--- config.mk ---
export PLATFORM = sky130hd
export DESIGN_NAME = operator_console_control
export DESIGN_NICKNAME = d
export VERILOG_FILES = /design/src/rtl/console_pkg.sv /design/src/rtl/operator_console_control.sv
export SDC_FILE = /design/constraint.sdc
export NUM_CORES = 1
export LEC_CHECK = 0
export BUFFER_PORTS_ARGS = -buffer_cell sky130_fd_sc_hd__buf_4
export CAP_MARGIN = 40
export CORE_AREA = 2 2 293 295
export CTS_BUF_LIST = sky130_fd_sc_hd__clkbuf_16
export DETAILED_ROUTE_END_ITERATION = 16
export DIE_AREA = 0 0 295 297
export SLEW_MARGIN = 20
export SYNTH_ARGS = -nofsm -noshare
export SYNTH_HDL_FRONTEND = slang
export SYNTH_SLANG_ARGS = --single-unit
--- constraint.sdc ---
create_clock -name clk -period 2.5 [get_ports clk]
set_input_delay 0.25 -clock clk [delete_from_list [all_inputs] [get_ports clk]]
set_output_delay 0.25 -clock clk [all_outputs]
set_load 0.01 [all_outputs]
--- src/rtl/console_pkg.sv ---
`default_nettype none
package console_pkg;

  localparam int DATA_W = 18;
  localparam int ADDR_W = 15;
  localparam int NUM_SEL = 12;
  localparam int SEL_W = 4;

  // Switch indices in the momentary switch vector
  localparam int SW_START = 0;
  localparam int SW_RESUME = 1;
  localparam int SW_ST_THIS = 2;
  localparam int SW_ST_NEXT = 3;
  localparam int SW_LD_THIS = 4;
  localparam int SW_LD_NEXT = 5;
  localparam int SW_STOP = 6;
  localparam int SW_RUN_SINGLE_SWITCH_INSTRUCTION = 7;
  localparam int SW_RESET = 8;
  localparam int SW_TAPE_BOOTSTRAP_LOAD = 9;
  localparam int NUM_SW = 10;

  // Stepping mode switch codes
  localparam logic [1:0] STEP_NONE = 2'h0;
  localparam logic [1:0] STEP_PHASE = 2'h1;
  localparam logic [1:0] STEP_MAJOR = 2'h2;
  localparam logic [1:0] STEP_OPCODE = 2'h3;

  // Debounce timing
  localparam int CLK_PERIOD_NS = 4;
  localparam int DEBOUNCE_NS = 1000;
  localparam int DEBOUNCE_CYCLES = (DEBOUNCE_NS + CLK_PERIOD_NS - 1) / CLK_PERIOD_NS;
  localparam int DB_W = 16;

  // Register byte offsets
  localparam logic [7:0] OFF_CTRL = 8'h00;
  localparam logic [7:0] OFF_STATUS = 8'h04;
  localparam logic [7:0] OFF_MBUF = 8'h08;
  localparam logic [7:0] OFF_LAMPS = 8'h0C;
  localparam logic [7:0] OFF_COUNTS = 8'h10;

  // Field positions and reset values
  localparam int CTRL_LOCK_BIT = 0;
  localparam logic CTRL_RESET = 1'b0;
  localparam int STAT_RUN_BIT = 0;
  localparam int STAT_STOP_BIT = 1;
  localparam int STAT_TAPE_BIT = 2;
  localparam int STAT_STATE_LSB = 4;
  localparam int CNT_LOAD_LSB = 16;

  typedef enum logic [2:0] {
    ST_HALT,
    ST_RUN,
    ST_STEP,
    ST_MEM,
    ST_TAPE
  } state_t;

  typedef struct packed {
    logic we;
    logic [ADDR_W-1:0] addr;
    logic [DATA_W-1:0] wdata;
  } mem_cmd_t;

endpackage
`default_nettype wire

--- src/rtl/operator_console_control.sv ---
// Behaviour
// RQ1: Start loads address switches as next instruction address and runs.
// RQ2: Resume without stepping mode continues from the held program counter.
// RQ3: Resume with stepping mode advances one time state, major state or instruction.
// RQ4: Store-this writes data switches to the word at the address switches.
// RQ5: Store-next writes to address switches plus count of store-next presses.
// RQ6: Load-this reads word at address switches into the memory buffer.
// RQ7: Load-next reads address switches plus count of load-next presses into buffer.
// RQ8: Console store and load leave processor registers unchanged.
// RQ9: Stop lets the current instruction finish, then halts.
// RQ10: Stop never blocks data channel transfers.
// RQ11: Execute runs the data switch word as one instruction, then halts.
// RQ12: Reset clears major registers, flags and option selects.
// RQ13: Tape bootstrap starts hardware transfer of tape words into memory.
// RQ14: Tape words go to address switches, then successive locations.
// RQ15: While running, every action switch except stop is ignored.
// RQ16: Reset with stop while running forces an unconditional reset.
// RQ17: Front bank position shows the left-list register on the lamps.
// RQ18: Rear bank position shows the right-list maintenance item on the lamps.
// RQ19: Twelve select positions with bank selector choose the lamp source.
// RQ20: Data switches supply one 18-bit word.
// RQ21: Address switches hold fifteen bits.
// RQ22: Each press is synchronised and debounced into one one-cycle pulse.
//
// Local design decisions: the AHB-Lite register port and the address map.
`timescale 1ns/1ns
`default_nettype none
module operator_console_control #(
  parameter int DEBOUNCE_CYCLES = console_pkg::DEBOUNCE_CYCLES
) (
  input wire logic clk,
  input wire logic rst_n,
  input wire logic hsel,
  input wire logic [31:0] haddr,
  input wire logic [1:0] htrans,
  input wire logic hwrite,
  input wire logic [2:0] hsize,
  input wire logic hready,
  input wire logic [31:0] hwdata,
  output logic [31:0] hrdata,
  output logic hreadyout,
  output logic hresp,
  input wire logic [console_pkg::NUM_SW-1:0] switch_press,
  input wire logic [1:0] step_mode,
  input wire logic [console_pkg::DATA_W-1:0] data_switches,
  input wire logic [console_pkg::ADDR_W-1:0] address_switches,
  input wire logic display_bank_selector,
  input wire logic [console_pkg::SEL_W-1:0] register_select,
  input wire logic [console_pkg::NUM_SEL-1:0][console_pkg::DATA_W-1:0] left_sources,
  input wire logic [console_pkg::NUM_SEL-1:0][console_pkg::DATA_W-1:0] right_sources,
  output logic [console_pkg::DATA_W-1:0] lamps,
  output logic [console_pkg::DATA_W-1:0] memory_buffer,
  output logic core_run,
  output logic core_start_req,
  output logic [console_pkg::ADDR_W-1:0] core_start_addr,
  output logic core_step_req,
  output logic [1:0] core_step_kind,
  output logic core_run_single_switch_instruction_req,
  output logic [console_pkg::DATA_W-1:0] core_run_single_switch_instruction_word,
  output logic core_clear,
  input wire logic core_instr_done,
  input wire logic core_step_done,
  output logic mem_req,
  output console_pkg::mem_cmd_t mem_cmd,
  input wire logic mem_ack,
  input wire logic [console_pkg::DATA_W-1:0] mem_rdata,
  output logic tape_ready,
  input wire logic tape_valid,
  input wire logic [console_pkg::DATA_W-1:0] tape_word,
  input wire logic tape_end
);

  function automatic logic [console_pkg::ADDR_W-1:0] addr_plus(
    input logic [console_pkg::ADDR_W-1:0] base,
    input logic [console_pkg::ADDR_W-1:0] offs
  );
    addr_plus = base + offs;
  endfunction

  // Switch conditioning
  logic [console_pkg::NUM_SW-1:0] sync1_reg;
  logic [console_pkg::NUM_SW-1:0] sync2_reg;
  logic [console_pkg::NUM_SW-1:0] stable_reg;
  logic [console_pkg::NUM_SW-1:0] press_reg;
  logic [console_pkg::DB_W-1:0] db_cnt_reg [console_pkg::NUM_SW];

  always_ff @(posedge clk) begin
    sync1_reg <= switch_press;
    sync2_reg <= sync1_reg;
    for (int i = 0; i < console_pkg::NUM_SW; i++) begin
      if (!rst_n) begin
        stable_reg[i] <= 1'b0;
        press_reg[i] <= 1'b0;
        db_cnt_reg[i] <= '0;
      end else if (sync2_reg[i] != stable_reg[i]) begin
        // A level must hold for the full window, so contact bounce never doubles a press
        if (db_cnt_reg[i] == console_pkg::DB_W'(DEBOUNCE_CYCLES - 1)) begin
          stable_reg[i] <= sync2_reg[i];
          press_reg[i] <= sync2_reg[i]; // see RQ22
          db_cnt_reg[i] <= '0;
        end else begin
          press_reg[i] <= 1'b0;
          db_cnt_reg[i] <= db_cnt_reg[i] + 1'b1;
        end
      end else begin
        press_reg[i] <= 1'b0;
        db_cnt_reg[i] <= '0;
      end
    end
  end

  // State
  console_pkg::state_t state_reg;
  logic ctrl_lock_reg;
  logic stop_pend_reg;
  logic tape_active_reg;
  logic [console_pkg::ADDR_W-1:0] store_cnt_reg;
  logic [console_pkg::ADDR_W-1:0] load_cnt_reg;
  logic [console_pkg::ADDR_W-1:0] tape_cnt_reg;

  wire halted = (state_reg == console_pkg::ST_HALT);
  wire [console_pkg::NUM_SW-1:0] act = press_reg & {console_pkg::NUM_SW{~ctrl_lock_reg}};
  wire [console_pkg::NUM_SW-1:0] held = press_reg | stable_reg;
  wire do_start = halted & act[console_pkg::SW_START]; // see RQ15
  wire do_resume = halted & act[console_pkg::SW_RESUME];
  wire do_st_this = halted & act[console_pkg::SW_ST_THIS];
  wire do_st_next = halted & act[console_pkg::SW_ST_NEXT];
  wire do_ld_this = halted & act[console_pkg::SW_LD_THIS];
  wire do_ld_next = halted & act[console_pkg::SW_LD_NEXT];
  wire do_run_single_switch_instruction = halted & act[console_pkg::SW_RUN_SINGLE_SWITCH_INSTRUCTION];
  wire do_tape_bootstrap_load = halted & act[console_pkg::SW_TAPE_BOOTSTRAP_LOAD];
  wire do_reset = halted & act[console_pkg::SW_RESET];
  wire do_stop = ~halted & act[console_pkg::SW_STOP];
  wire force_reset = ~halted & ~ctrl_lock_reg & held[console_pkg::SW_RESET] & held[console_pkg::SW_STOP]
                     & (press_reg[console_pkg::SW_RESET] | press_reg[console_pkg::SW_STOP]); // see RQ16
  wire any_clear = do_reset | force_reset;
  wire tape_take = (state_reg == console_pkg::ST_TAPE) & tape_valid & ~tape_end;
  wire [console_pkg::ADDR_W-1:0] st_next_addr = addr_plus(address_switches, store_cnt_reg); // see RQ5
  wire [console_pkg::ADDR_W-1:0] ld_next_addr = addr_plus(address_switches, load_cnt_reg); // see RQ7
  wire [console_pkg::ADDR_W-1:0] tape_addr = addr_plus(address_switches, tape_cnt_reg); // see RQ14

  assign tape_ready = (state_reg == console_pkg::ST_TAPE) & ~force_reset;
  assign core_run = (state_reg == console_pkg::ST_RUN);

  always_ff @(posedge clk) begin
    if (!rst_n) begin
      state_reg <= console_pkg::ST_HALT;
      stop_pend_reg <= 1'b0;
      tape_active_reg <= 1'b0;
      store_cnt_reg <= '0;
      load_cnt_reg <= '0;
      tape_cnt_reg <= '0;
      memory_buffer <= '0;
      core_start_req <= 1'b0;
      core_start_addr <= '0;
      core_step_req <= 1'b0;
      core_step_kind <= console_pkg::STEP_NONE;
      core_run_single_switch_instruction_req <= 1'b0;
      core_run_single_switch_instruction_word <= '0;
      core_clear <= 1'b0;
      mem_req <= 1'b0;
      mem_cmd <= '0;
    end else begin
      core_start_req <= 1'b0;
      core_step_req <= 1'b0;
      core_run_single_switch_instruction_req <= 1'b0;
      core_clear <= 1'b0;
      if (any_clear) begin
        // Core registers are cleared by the pulse; a forced reset abandons any memory cycle
        core_clear <= 1'b1; // see RQ12
        memory_buffer <= '0;
        store_cnt_reg <= '0;
        load_cnt_reg <= '0;
        stop_pend_reg <= 1'b0;
        tape_active_reg <= 1'b0;
        mem_req <= 1'b0;
        state_reg <= console_pkg::ST_HALT;
      end else begin
        case (state_reg)
          console_pkg::ST_HALT: begin
            if (do_start) begin
              core_start_req <= 1'b1; // see RQ1
              core_start_addr <= address_switches; // see RQ21
              state_reg <= console_pkg::ST_RUN;
            end else if (do_resume && step_mode == console_pkg::STEP_NONE) begin
              state_reg <= console_pkg::ST_RUN; // see RQ2
            end else if (do_resume) begin
              core_step_req <= 1'b1; // see RQ3
              core_step_kind <= step_mode;
              state_reg <= console_pkg::ST_STEP;
            end else if (do_run_single_switch_instruction) begin
              core_run_single_switch_instruction_req <= 1'b1; // see RQ11
              core_run_single_switch_instruction_word <= data_switches; // see RQ20
              state_reg <= console_pkg::ST_STEP;
            end else if (do_st_this || do_st_next) begin
              // Memory port only; no core register is touched
              mem_req <= 1'b1; // see RQ4 RQ8
              mem_cmd <= '{we: 1'b1, addr: do_st_this ? address_switches : st_next_addr, wdata: data_switches};
              if (do_st_next) begin
                store_cnt_reg <= store_cnt_reg + 1'b1;
              end
              state_reg <= console_pkg::ST_MEM;
            end else if (do_ld_this || do_ld_next) begin
              mem_req <= 1'b1; // see RQ6 RQ8
              mem_cmd <= '{we: 1'b0, addr: do_ld_this ? address_switches : ld_next_addr, wdata: '0};
              if (do_ld_next) begin
                load_cnt_reg <= load_cnt_reg + 1'b1;
              end
              state_reg <= console_pkg::ST_MEM;
            end else if (do_tape_bootstrap_load) begin
              tape_active_reg <= 1'b1; // see RQ13
              tape_cnt_reg <= '0;
              state_reg <= console_pkg::ST_TAPE;
            end
          end
          console_pkg::ST_RUN: begin
            // Halting only drops run; data channel service lives in the core and goes on
            if (do_stop) begin
              stop_pend_reg <= 1'b1; // see RQ10
            end
            if (core_instr_done && (stop_pend_reg || do_stop)) begin
              stop_pend_reg <= 1'b0; // see RQ9
              state_reg <= console_pkg::ST_HALT;
            end
          end
          console_pkg::ST_STEP: begin
            if (core_step_done) begin
              state_reg <= console_pkg::ST_HALT; // see RQ3 RQ11
            end
          end
          console_pkg::ST_MEM: begin
            if (mem_ack) begin
              mem_req <= 1'b0;
              if (!mem_cmd.we) begin
                memory_buffer <= mem_rdata; // see RQ6 RQ7
              end
              state_reg <= tape_active_reg ? console_pkg::ST_TAPE : console_pkg::ST_HALT;
            end
          end
          console_pkg::ST_TAPE: begin
            if (tape_end || do_stop) begin
              tape_active_reg <= 1'b0;
              state_reg <= console_pkg::ST_HALT;
            end else if (tape_take) begin
              mem_req <= 1'b1; // see RQ13
              mem_cmd <= '{we: 1'b1, addr: tape_addr, wdata: tape_word}; // see RQ14
              tape_cnt_reg <= tape_cnt_reg + 1'b1;
              state_reg <= console_pkg::ST_MEM;
            end
          end
          default: begin
            state_reg <= console_pkg::ST_HALT;
          end
        endcase
      end
    end
  end

  // Lamp display
  wire sel_valid = (register_select < console_pkg::SEL_W'(console_pkg::NUM_SEL)); // see RQ19
  wire [console_pkg::DATA_W-1:0] left_pick = left_sources[register_select]; // see RQ17
  wire [console_pkg::DATA_W-1:0] right_pick = right_sources[register_select]; // see RQ18
  wire [console_pkg::DATA_W-1:0] lamp_next = !sel_valid ? '0 : (display_bank_selector ? right_pick : left_pick);

  always_ff @(posedge clk) begin
    if (!rst_n) begin
      lamps <= '0;
    end else begin
      lamps <= lamp_next;
    end
  end

  // Bus slave: zero wait states, always OKAY
  logic wr_pend_reg;
  logic [7:0] wr_addr_reg;
  wire bus_take = hsel & htrans[1] & hready;
  wire [7:0] rd_addr = haddr[7:0];
  wire [31:0] status_word = {25'h0, 3'(state_reg), 1'b0, tape_active_reg, stop_pend_reg, core_run};
  wire [31:0] rd_mux = (rd_addr == console_pkg::OFF_CTRL) ? {31'h0, ctrl_lock_reg} :
                       (rd_addr == console_pkg::OFF_STATUS) ? status_word :
                       (rd_addr == console_pkg::OFF_MBUF) ? {14'h0, memory_buffer} :
                       (rd_addr == console_pkg::OFF_LAMPS) ? {14'h0, lamps} :
                       (rd_addr == console_pkg::OFF_COUNTS) ? {1'b0, load_cnt_reg, 1'b0, store_cnt_reg} :
                       32'h0000_0000;

  assign hreadyout = 1'b1;
  assign hresp = 1'b0;

  always_ff @(posedge clk) begin
    if (!rst_n) begin
      wr_pend_reg <= 1'b0;
      wr_addr_reg <= '0;
      ctrl_lock_reg <= console_pkg::CTRL_RESET;
      hrdata <= 32'h0000_0000;
    end else begin
      wr_pend_reg <= bus_take & hwrite;
      wr_addr_reg <= rd_addr;
      if (bus_take && !hwrite) begin
        hrdata <= rd_mux;
      end
      if (wr_pend_reg && wr_addr_reg == console_pkg::OFF_CTRL) begin
        ctrl_lock_reg <= hwdata[console_pkg::CTRL_LOCK_BIT];
      end
    end
  end

  logic [console_pkg::DATA_W-1:0] data_sw_q;
  assign data_sw_q = data_switches;
endmodule // operator_console_control
`default_nettype wire

Word-level counts from Yosys, hierarchy flattened

Memory sizes are Yosys's and may differ from the RTL's.
Index checks and enable logic that the tools add are counted.

Muxes and demuxes: 211
Add/subtract/negate cells: 16
Reductions and logical operators: 53
Equal/unequal tests: 44
$lt $le $gt $ge: 2
Bitwise operators: 66

Operators with widths:

| operator                                       | number |
|---|---|
| 2-to-1 mux 16 bit                              | 30 |
| 2-to-1 mux 34 bit                              | 8 |
| 2-to-1 mux 15 bit                              | 11 |
| adder 16 x 1 -> 16 bit, second input constant  | 10 |
| == test 16 x 8 -> 1 bit, second input constant | 10 |
| 2-to-1 mux 31 bit                              | 5 |
| binary-select mux 18 bit (select 4 bit)        | 2 |
| 2-to-1 mux 1 bit                               | 134 |
| case mux 34 bit (2 select lines)               | 1 |
| 2-to-1 mux 18 bit                              | 3 |
| adder 15 x 1 -> 15 bit, second input constant  | 3 |
| adder 15 bit                                   | 3 |
| 2-to-1 mux 3 bit                               | 13 |
| AND reduction 3 bit                            | 12 |
| OR 1 bit                                       | 32 |
| case mux 15 bit (2 select lines)               | 1 |
| AND reduction 9 bit                            | 3 |
| AND reduction 2 bit                            | 12 |
| bitwise AND 1 bit                              | 20 |
| != test 2 bit, second input constant           | 10 |
| == test 8 x 4 -> 1 bit, second input constant  | 2 |
| zero test 8 bit                                | 2 |
| case mux 3 bit (5 select lines)                | 1 |
| inverter 1 bit                                 | 12 |
| other kinds (32)                               | 52 |

Word-level logic and storage cells: 438
Input bits: 597
Memories kept: 1
Register bits after elaboration: 242
Output and inout bits: 146
Memory bits (writable): 160

Memory list:

| name       | depth | bits a word | read ports | clocked after Yosys merged registers in | wr ports | RTL line                       | source |
|---|---|---|---|---|---|---|---|
| db_cnt_reg | 10    | 16          | 10         | 0                                       | 10       | operator_console_control.sv:85 | `logic [console_pkg::DB_W-1:0] db_cnt_reg [console_pkg::NUM_SW];` |

Depth between registers and ports, before layout

Gate-level depths: netlist (run 1).

Depth after elaboration: 11
Depth in mapped cells: 11
Mapped depth without buffers: 11

Least setup slack after synthesis (run 1)

Ideal clock, no wire load.

Path type: register to register
From: reg store_cnt_reg[0] (netlist name)
To: reg mem_cmd[32] (netlist name)
Buffers on the path: 0
Cell stages (with the launch flop): 12
Setup slack: -0.223 ns
Arrival time: 2.608 ns
Data required time: 2.385 ns
Cells stage by stage: dfxtp_1 > ha_1 > fa_1 > a211oi_1 > o211ai_1 > a31oi_1 > nor3_1 > a2111oi_2 > nor3b_1 > o21ai_0 > o211ai_1 > o21a_1

Cells in the longest elaborated chain, start to end: 8

RTL lines:

| item                             | RTL line                        | source |
|---|---|---|
| start: declaration               | operator_console_control.sv:117 | `logic [console_pkg::ADDR_W-1:0] store_cnt_reg;` |
| start signal: assignment         | operator_console_control.sv:200 | `store_cnt_reg <= store_cnt_reg + 1'b1;` |
| adder 15 bit                     | operator_console_control.sv:77  | `addr_plus = base + offs;` |
| 2-to-1 mux 15 bit                | operator_console_control.sv:198 | `mem_cmd <= '{we: 1'b1, addr: do_st_this ? address_switches : st_next_addr, wdata: data_switches};` |
| 2-to-1 mux 34 bit                | operator_console_control.sv:195 | `end else if (do_st_this \|\| do_st_next) begin` |
| 2-to-1 mux 34 bit                | operator_console_control.sv:191 | `end else if (do_run_single_switch_instruction) begin` |
| 2-to-1 mux 34 bit                | operator_console_control.sv:187 | `end else if (do_resume) begin` |
| 2-to-1 mux 34 bit                | operator_console_control.sv:185 | `end else if (do_resume && step_mode == console_pkg::STEP_NONE) begin` |
| 2-to-1 mux 34 bit                | operator_console_control.sv:181 | `if (do_start) begin` |
| case mux 34 bit (2 select lines) | operator_console_control.sv:179 | `case (state_reg)` |
| end signal: assignment           | operator_console_control.sv:198 |  |
| end signal: assignment           | operator_console_control.sv:205 | `mem_cmd <= '{we: 1'b0, addr: do_ld_this ? address_switches : ld_next_addr, wdata: '0};` |
| end signal: assignment           | operator_console_control.sv:246 | `mem_cmd <= '{we: 1'b1, addr: tape_addr, wdata: tape_word};` |
| end: declaration                 | operator_console_control.sv:64  | `output console_pkg::mem_cmd_t mem_cmd,` |

No other way between the ends. The select of a mux whose other input is x is not followed.
A chain may end at the register's enable or synchronous reset.

Worst setup path in the final report (run 1)

Same ends and word-level chain as after synthesis.

==> summary.md, run 1 <==
| Metric | Value |
|---|---|
| Register area | 0.00964 mm^2 |
| Layout cells sized above 1 | 0.313 |
| Area occupied by multi-input gates | 0.0136 mm^2 |
| Mapped cell area | 0.0231 mm^2 |
| Failing checks | setup timing |
| Crit Path Class | flip-flop to flip-flop |
| Delay of the slowest cell on the worst path | 0.37 ns |
| Crit share post-route | 1.06 |
| Antenna Nets Post-Route | 0 |
| DR top layer | met5 |
| R2R depth | 13 |
| Met3 wire length | 6410 um |
| Slew Viols, Final | 0 |
| Syn_area_per_cell | 9.61 um^2 |
| Largest register FFs | 160 |
| RSZ-0062 raised after global routing | yes |
| Seq/Total Area, Yosys | 0.417 |
| Mean number of vias per cell | 4.81 |
| Drt pass-1 iters | 5 |
| Gr ovfl total | 0 |
| Later-pin clock latency in the skew report | 0.61 ns |
| Clock buffer depth | 3 |
| Yosys top cell area share | 0.209 |
| CP Capture Type | flip-flop |
| Leak | 14.0 nW |
| Hold WC Path Type | primary input to flip-flop |
| IO Count | 743 |
| GP Congestion | 0.942 |
| Htree depth | 2 |
| Most frequent cell after synthesis | nor2_1 |
| Total Nets Final | 4070 |
| CP Launch Type | flip-flop |
| Top cell type by total area after synthesis | dfxtp_1 |
| Cells after Synth | 2401 |
| Slowest cell on crit path | fa_2 |
| Clock skew | 0.0215 ns |
| Initial core utilization | 0.273 |
| Gr usage total | 0.223 |
| Crit Path Max Fanout | 4 |
| Number of port buffers | 680 |
| Highest clock rate | 378 MHz |
| Vias | 22100 |
| Post-route DRC | 0 |
| Largest net degree at the start of global routing | 48 |
| Drt wl/cell | 21.9 um |
| Hold Vio Cnt, Final | 0 |
| Layout fillers | 8457 |
| Clock Sinks | 401 |
| Tmin final | 2.65 ns |
| Hold WS | 0.0457 ns |
| Slew @ Worst Pin | 0.835 ns |
| Vias in the first global route | 22000 |
| Final HPWL from detailed placement | 83200 um |
| CP delay by family, top | compound AO/OA/AOI/OAI gates |
| Critical Path AT | 3.15 ns |
| Clk slew on worst S/H paths | 0.06 ns |
| Synth Warn # | 0 |
| Initial antenna violation count | 48 |
| Placed inst area | 0.0310 mm^2 |
| First-pass GRT wire length | 143000 um |
| Flops & latches, synth | 401 |
| Yosys cell types | 77 |
| Ys async rst share | 0 |
| Die height | 297 um |
| Top post-synthesis cells by area | dfxtp_1 (21%), edfxtp_1 (21%), mux4_2 (11%) |
| Setup Viol. Count Final | 2 |
| Detailed Route WL | 101000 um |
| Die Width | 295 um |
| Root Driver | clkbuf_16 |
| Layout Area Growth over Synthesis | 45.7% |
| Die area | 0.0876 mm^2 |
| Worst rel slew slack | 0.443 |
| Post-synth top cells | nor2_1 (362), nand2_1 (272), dfxtp_1 (241), edfxtp_1 (160) |
| Core area | 0.0845 mm^2 |
| VDD IR-drop max | 0.510 mV |
| Setup slack at placement | -0.404 ns |
| Max_cap viols | 0 |
| CTS buffer count | 49 |
| Met2 WL post-DR | 51700 um |
| CTS tree | yes |
| 1st-iter DRT viols | 1419 |
| Run status | finished, violations left |
| PD cells | 492 mW/mm^2 |
| Most used DFF post-synth | dfxtp_1 |
| FP Rows | 107 |
| Hold path cells | 4 |
| M1 wire length | 36800 um |
| Data required, critical path | 3.00 ns |
| Critical Path Stages | 13 |
| Worst-path cell chain | ha_4 -> fa_2 -> a211oi_2 -> o211ai_1 -> a31oi_1 -> buf_4 -> nor3_4 -> a2111oi_4 -> buf_4 -> nor2_2 -> a31oi_1 -> o211ai_1 -> o21a_1 |
| Post-synth EDFFs | 160 |
| WP buf/inv | 2 |
| Design area | 0.0336 mm^2 |
| Final setup margin | -0.147 ns |
-- path summary, 6_finish.rpt --
path	slack, ns	endpoint	from
setup / recovery	-0.15	mem_cmd[32]	store_cnt_reg[0]
hold / removal	0.05	mem_cmd[8]	tape_word[8]
setup reg to reg	-0.15	mem_cmd[32]	store_cnt_reg[0]
hold reg to reg	0.33	sync2_reg[8]	sync1_reg[8]
-- cell type report --
class                   count  share of cell area
clock inverters            39             0.00800
inverters                  25             0.00279
flip-flops and latches    401               0.287
clock buffers              53              0.0394
repair buffers            919               0.215
well taps                1144              0.0426
multi-input cells        2009               0.405
diodes                     17             0.00126
-- through the flow --
step	util	power [mW]	std cells	TNS [ns]
global placement	0.367	9.48	4410	-1.68
floorplan	-	8.26	2562	-0.0672
CTS	0.396	16.8	4586	-0.198
global route	0.398	17.2	4606	-0.601
detailed placement	0.367	9.50	4410	-1.77
finish	0.398	16.5	4607	-0.178
-- power breakdown --
part	internal (mW)	switching, mW
Clock	4.04	3.01
Sequential	7.01	0.178
Combinational	1.27	1.02
Total	12.3	4.21
-- logic make-up (layout without fill, tap and decap cells) --
kind of cell,after synthesis,count (layout),share of synthesized area
other cells,2,180,0.000325
compound gates,426,426,0.120
buf+inv,152,1036,0.0276
mux,131,131,0.116
fa+ha+maj,68,68,0.0378
flops,401,401,0.417
simple gates,1012,1012,0.202
xor+xnor,209,209,0.0793
-- layer usage --
metal  GRT usage  vias to the layer above
met5           0                        -
met4       0.122                        2
met3      0.0381                      214
met2       0.407                      888
met1       0.244                    10500
li1            -                    10600
-- timing repair --
| item | 4_1_cts | 5_1_grt |
|---|---|---|
| endpoints found under the hold margin | 84 | 0 |
| pin swaps | 19 | 18 |
| setup buffers | 2 | 4 |
| setup endpoints to repair | 4 | 18 |
| gates resized for setup | 13 | 27 |
| hold buffers | 82 | 0 |
-- cells in the final DEF (no fill, tap or decap), types with 7 or more instances in the layout --
master / count
a211oi_1: 7
a21boi_0: 34
a21o_1: 10
a21oi_1: 132
a22oi_1: 44
a31oi_1: 9
and2_1: 15
and3_1: 41
buf_12: 8
buf_4: 827
clkbuf_16: 53
conb_1: 163
dfxtp_1: 235
diode_2: 17
dlygate4sd3_1: 82
edfxtp_1: 160
ha_1: 62
inv_1: 39
inv_2: 7
mux2i_1: 20
mux4_2: 108
nand2_1: 271
nand2b_1: 7
nand3_1: 105
nand4_1: 24
nor2_1: 359
nor2b_1: 51
nor3_1: 51
nor3b_1: 7
nor4_1: 15
o211a_1: 22
o211ai_1: 10
o21a_1: 7
o21ai_0: 52
o21ai_1: 9
o22ai_1: 43
or3_1: 17
xnor2_1: 73
xor2_1: 135
-- tightest hold or removal path: cells and delay by family --
family                 cells  cell delay (ns)
AOI/OAI and AO/OA          2             0.20
buffers and inverters      1             0.10
and+or+nand+nor            1             0.07
Power figures use the tool's default switching activity.
==> inputs of run 2 (changes only) <==
Settings changed: SETUP_SLACK_MARGIN set to 0.5.
==> summary.md, run 2 (same netlist as run 1, synthesis figures left out) <==
| Metric | Value |
|---|---|
| Run status | finished, violations left |
| Failing checks | setup timing |
| 1st-iter DRT viols | 1378 (-2.9%) |
| Tot Pwr | 16.6 mW (+0.40%) |
| Data required, critical path | 3.01 ns (about the same) |
| Layout cells sized above 1 | 0.382 (+0.0691) |
| Layout Area Growth over Synthesis | 55.6% |
| Highest clock rate | 374 MHz (-1.0%) |
| Commonest cells after routing, fill and taps aside | buf_4 (833), nor2_1 (304), nand2_1 (249) |
| Max_cap viols | 0 (unchanged) |
| Vias | 23000 (+3.7%) |
| Worst-path cell chain | ha_4 -> fa_2 -> a211oi_2 -> o211ai_1 -> a31oi_1 -> buf_4 -> nor3_4 -> a2111oi_4 -> buf_4 -> nor2_2 -> a31oi_1 -> o211ai_1 -> o21a_1 |
| RSZ-0062 raised after global routing | yes |
| CTS tree | yes |
| Leak | 14.7 nW (+5.2%) |
| Switching part of the total power | 0.262 (+0.00663) |
| Gr ovfl total | 0 (unchanged) |
| Later-pin clock latency in the skew report | 0.62 ns (about the same) |
| Die Width | 295 um (unchanged) |
| Die height | 297 um (unchanged) |
| Clock skew | 0.0497 ns (+0.0283 ns) |
| Gr usage total | 0.239 (+0.0161) |
| Core area | 0.0845 mm^2 (unchanged) |
| Final setup margin | -0.174 ns (-0.0269 ns) |
| Htree depth | 2 (unchanged) |
| Register area | 0.00967 mm^2 (+0.29%) |
| Final HPWL from detailed placement | 87200 um (+4.8%) |
| CTS buffer count | 49 (unchanged) |
| Initial core utilization | 0.273 (unchanged) |
| Clk slew on worst S/H paths | 0.06 ns (about the same) |
| Detailed Route WL | 110000 um (+9.2%) |
| Area occupied by multi-input gates | 0.0148 mm^2 (+8.6%) |
| Number of port buffers | 680 (unchanged) |
| Tmin final | 2.67 ns (+0.0269 ns) |
| Antenna Nets Post-Route | 0 (unchanged) |
| CP Launch Type | flip-flop |
| Crit Path Max Fanout | 4 (unchanged) |
| Critical Path AT | 3.19 ns (+0.04 ns) |
| Slew Viols, Final | 0 (unchanged) |
| Worst rel slew slack | 0.127 (-0.316) |
| Drt wl/cell | 23.5 um (+7.3%) |
| Slew @ Worst Pin | 1.31 ns (+0.474 ns) |
| Hold Vio Cnt, Final | 0 (unchanged) |
| First-pass GRT wire length | 152000 um (+6.0%) |
| Logic pwr share | 0.150 (+0.011) |
| Drt pass-1 iters | 7 (+2) |
| Design area | 0.0359 mm^2 (+6.8%) |
| Sequential Power Share | 0.433 (-0.002) |
| Power Internal | 12.3 mW (-0.49%) |
| Layout fillers | 8265 (-2.3%) |
| IO Count | 743 (unchanged) |
| Placed inst area | 0.0310 mm^2 (+0.19%) |
| Clock group share of total power | 0.417 (-0.010) |
| Mean number of vias per cell | 4.90 (+1.9%) |
| CP Capture Type | flip-flop |
| Die area | 0.0876 mm^2 (unchanged) |
| Largest net degree at the start of global routing | 40 (-17%) |
| Vias in the first global route | 22400 (+1.9%) |
| Clock Sinks | 401 (unchanged) |
| GP Congestion | 0.944 (+0.19%) |
| Setup_tns | -0.247 ns (-0.0696 ns) |
| Hold WC Path Type | primary input to flip-flop |
| Net Sw Power | 4.34 mW (+3.0%) |
| Post-route DRC | 0 (unchanged) |
| FP Rows | 107 (unchanged) |
| Total Nets Final | 4147 (+1.9%) |
| Setup Viol. Count Final | 2 (unchanged) |
| Slowest cell on crit path | fa_2 |
| Clock buffer depth | 3 (unchanged) |
| Crit share post-route | 1.07 (+0.0108) |
| PD cells | 462 mW/mm^2 (-6.0%) |
| Largest register FFs | 160 (unchanged) |
| Delay of the slowest cell on the worst path | 0.38 ns (about the same) |
| Crit Path Class | flip-flop to flip-flop |
| VDD IR-drop max | 0.580 mV (+14%) |
| Initial antenna violation count | 62 (+29%) |
| Root Driver | clkbuf_16 |
| Most common cell after layout, fill and taps aside | buf_4 |
==> run 2: cell types whose count changed in the layout (fill, tap and decap cells not counted), sizes merged <==
| cell | delta |
|---|---|
| buf | +73 |
| dlygate4sd3 | -2 |
| clkbuf | -1 |
| clkinv | +9 |
| diode | +5 |
| bufinv | +1 |
| nand4 | +1 |
| clkinvlp | +1 |
| inv | -8 |
| nand3 | +2 |
==> run 2: worst paths after layout <==
kind	startpoint	end	slack (ns)	cells after the start
min reg2reg	sync1_reg[2]	sync2_reg[2]	0.33	0
max	store_cnt_reg[0]	mem_cmd[32]	-0.17	13
max reg2reg	store_cnt_reg[0]	mem_cmd[32]	-0.17	13
min	tape_word[4]	mem_cmd[4]	0.04	4
==> run 2: cell type report <==
class | instances | area share
diodes | 22 | 0.00153
clock buffers | 49 | 0.0341
clock inverters | 42 | 0.00857
inverters | 25 | 0.00261
multi-input cells | 2012 | 0.412
flip-flops and latches | 401 | 0.269
well taps | 1144 | 0.0399
repair buffers | 993 | 0.233
==> run 2: per-stage QoR <==
stage	hold WS [ns]	worst slack [ns]	util	cells
after global placement	0.312	-0.358	0.367	4397
after floorplan	0.278	-0.0409	-	2562
after detailed placement	0.313	-0.360	0.367	4398
after CTS	0.00766	-0.152	0.414	4638
final	0.0446	-0.174	0.425	4688
after global routing	0.0326	-0.304	0.425	4682
==> run 2: metal layers <==
| layer | vias up | GRT usage | part of all wire |
|---|---|---|---|
| met5 | - | 0 | 0.00055 |
| met4 | 10 | 0.131 | 0.062 |
| met3 | 267 | 0.0429 | 0.064 |
| met2 | 959 | 0.445 | 0.52 |
| met1 | 11000 | 0.252 | 0.35 |
| li1 | 10800 | - | - |
==> run 2: worst max-delay path: cells and delay by family (launching register included) <==
kind	cells	cell delay, ns
buffers and inverters	2	0.35
flip-flops	1	0.34
adder cells (fa/ha/maj)	2	0.55
AO/OA/AOI/OAI	7	1.25
AND/OR/NAND/NOR	2	0.08
==> run 2: power by group through the flow <==
stage	clock network (mW)	logic, mW	registers (mW)
2_1_floorplan	0	0.985	7.28
3_3_place_gp	0	2.18	7.33
3_5_place_dp	0	2.19	7.33
4_1_cts	7.11	2.42	7.19
5_1_grt	7.38	2.65	7.21
6_report	6.93	2.48	7.19
==> run 2: timing repair <==
action	CTS	global route
gates resized for setup	214	182
setup endpoints to repair	246	203
endpoints found under the hold margin	84	0
cloned	10	4
buffers inserted	59	24
pin swaps	143	84
hold buffers	80	0
==> inputs of run 3 (changes only) <==
Settings changed: CORE_AREA 2 2 293 295 to 2 2 290 292, CTS_BUF_LIST sky130_fd_sc_hd__clkbuf_16 to sky130_fd_sc_hd__clkbuf_4 sky130_fd_sc_hd__clkbuf_8, DIE_AREA 0 0 295 297 to 0 0 292 294.
==> summary.md, run 3 (same netlist as run 1, synthesis figures left out) <==
| Metric | Value |
|---|---|
| Number of port buffers | 680 (unchanged) |
| Initial core utilization | 0.278 (+0.00523) |
| Die Width | 292 um (-1.0%) |
| Slew Viols, Final | 0 (unchanged) |
| Die height | 294 um (-1.0%) |
| Power Internal | 13.0 mW (+5.8%) |
| Vias in the first global route | 22900 (+2.5%) |
| Antenna Nets Post-Route | 0 (unchanged) |
| Logic pwr share | 0.143 (-0.007) |
| Detailed Route WL | 110000 um (about the same) |
| Clock buffer depth | 3 (unchanged) |
| IO Count | 743 (unchanged) |
| Register-to-Register Setup Slack | -0.10 ns (+0.07 ns) |
| CTS buffer count | 76 (+55%) |
| PD cells | 478 mW/mm^2 (+3.4%) |
| Fin cells | 4697 (+0.19%) |
| Htree depth | 3 (+1) |
| Layout cells sized above 1 | 0.392 (+0.0100) |
| Gr usage total | 0.244 (+0.00462) |
| Commonest cells after routing, fill and taps aside | buf_4 (836), nor2_1 (323), nand2_1 (232) |
| Setup Viol. Count Final | 2 (unchanged) |
| RSZ-0062 raised after global routing | yes |
| Die area | 0.0858 mm^2 (-2.0%) |
| Crit Path Class | flip-flop to flip-flop |
| Total Nets Final | 4196 (+1.2%) |
| Vias | 23100 (+0.51%) |
| Sequential Power Share | 0.413 (-0.020) |
| Max_cap viols | 0 (unchanged) |
| Leak | 15.0 nW (+1.9%) |
| Crit Path Max Fanout | 4 (unchanged) |
| Worst r2r src | store_cnt_reg[0] |
| Core area | 0.0829 mm^2 (-1.9%) |
| FP Rows | 106 (-0.93%) |
| Largest net degree at the start of global routing | 43 (+7.5%) |
| Mean number of vias per cell | 4.91 (+0.32%) |
| Placed cells | 4339 (-1.3%) |
| Clk slew on worst S/H paths | 0.07 ns (about the same) |
| CP Capture Type | flip-flop |
| CTS tree | yes |
| Tmin final | 2.60 ns (-0.0740 ns) |
| Clock group share of total power | 0.444 (+0.027) |
| Final HPWL from detailed placement | 86300 um (-0.96%) |
| Net Sw Power | 4.43 mW (+2.1%) |
| VDD IR-drop max | 0.289 mV (-50%) |
| Crit share post-route | 1.04 (-0.0296) |
| Layout Area Growth over Synthesis | 57.7% |
| Later-pin clock latency in the skew report | 0.68 ns (+0.06 ns) |
| Crit. Startpoint | store_cnt_reg[0] |
| First-pass GRT wire length | 152000 um (+0.30%) |
| Final setup margin | -0.100 ns (+0.0740 ns) |
| CP Launch Type | flip-flop |
| Critical Path AT | 3.18 ns (about the same) |
| Hold Vio Cnt, Final | 0 (unchanged) |
| Clock skew | 0.0571 ns (+0.00739 ns) |
| Drt pass-1 iters | 7 (unchanged) |
| Drt wl/cell | 23.4 um (-0.24%) |
| Root Driver | clkbuf_8 |
| Data required, critical path | 3.08 ns (+0.07 ns) |
| Most common cell after layout, fill and taps aside | buf_4 |
| Layout fillers | 7967 (-3.6%) |
| Clock Sinks | 401 (unchanged) |
| Largest register FFs | 160 (unchanged) |
| Hold Crit Start | rst_n |
| Tot Pwr | 17.4 mW (+4.8%) |
| Switching part of the total power | 0.255 (-0.00694) |
| Initial antenna violation count | 53 (-15%) |
| Run status | finished, violations left |
| Hold WC Path Type | primary input to flip-flop |
| Failing checks | setup timing |
| Highest clock rate | 385 MHz (+2.8%) |
| GP Congestion | 0.948 (+0.43%) |
| Gr ovfl total | 0 (unchanged) |
| Utilization after layout | 0.439 (+0.0141) |
| Setup_tns | -0.130 ns (+0.117 ns) |
| Post-route DRC | 0 (unchanged) |
| 1st-iter DRT viols | 1317 (-4.4%) |
| Hold WS | 0.0354 ns (-0.00923 ns) |
| Worst rel slew slack | 0.261 (+0.134) |
| Slew @ Worst Pin | 1.11 ns (-0.201 ns) |
## run 3: per-layer routing
metal,global-route usage,part of all wire
met5,0,0.00065
met4,0.130,0.056
met3,0.0459,0.060
met2,0.455,0.52
met1,0.259,0.36
## run 3: repair_timing
item                                    CTS  global route
hold buffers                             89             0
cloned                                   14             5
endpoints found under the setup margin  260           215
hold endpoints to repair                 91             0
setup buffers                            51            35
gates resized for setup                 227           155
pin swaps                               120            90
## run 3: final cells by class
cell class                 instances  area [um^2]  share of cell area
clock buffer                     117         1510              0.0415
inverter                          25         93.8             0.00258
timing repair buffer            1014         8600               0.236
antenna                           22         55.1             0.00151
tap                             1080         1350              0.0371
sequential                       401         9670               0.266
clock inverter                    25          332             0.00911
multi-input combinational       2013        14800               0.406
## run 3: power by group through the flow
stage	clock network (mW)	logic, mW	registers [mW]
global route	8.20	2.64	7.22
floorplan	0	0.985	7.28
detailed placement	0	2.23	7.34
finish	7.73	2.48	7.19
global placement	0	2.21	7.33
CTS	7.91	2.40	7.19
## run 3: path summary, 6_finish.rpt
kind | endpoint | depth (start not counted)
hold / removal | press_reg[5] | 3
setup / recovery | mem_cmd[32] | 13
hold reg to reg | sync2_reg[0] | 0
setup reg to reg | mem_cmd[32] | 13
## run 3: worst max-delay path, cell delays in order, from the launching register on
cell	delay (ns)
dfxtp_2	0.34
ha_4	0.16
fa_2	0.35
a211oi_2	0.23
o211ai_1	0.14
a31oi_1	0.17
buf_4	0.15
nor3_2	0.04
a2111oi_2	0.23
buf_4	0.19
nor3b_1	0.05
o21ai_1	0.13
o211ai_1	0.10
o21a_1	0.19
## run 3: metrics by stage
stage | area, um^2 | setup WS, ns
2_1_floorplan | 23800 | -0.0409
3_3_place_gp | 31000 | -0.258
3_5_place_dp | 31000 | -0.236
4_1_cts | 35400 | -0.0299
5_1_grt | 36400 | -0.258
6_report | 36400 | -0.100
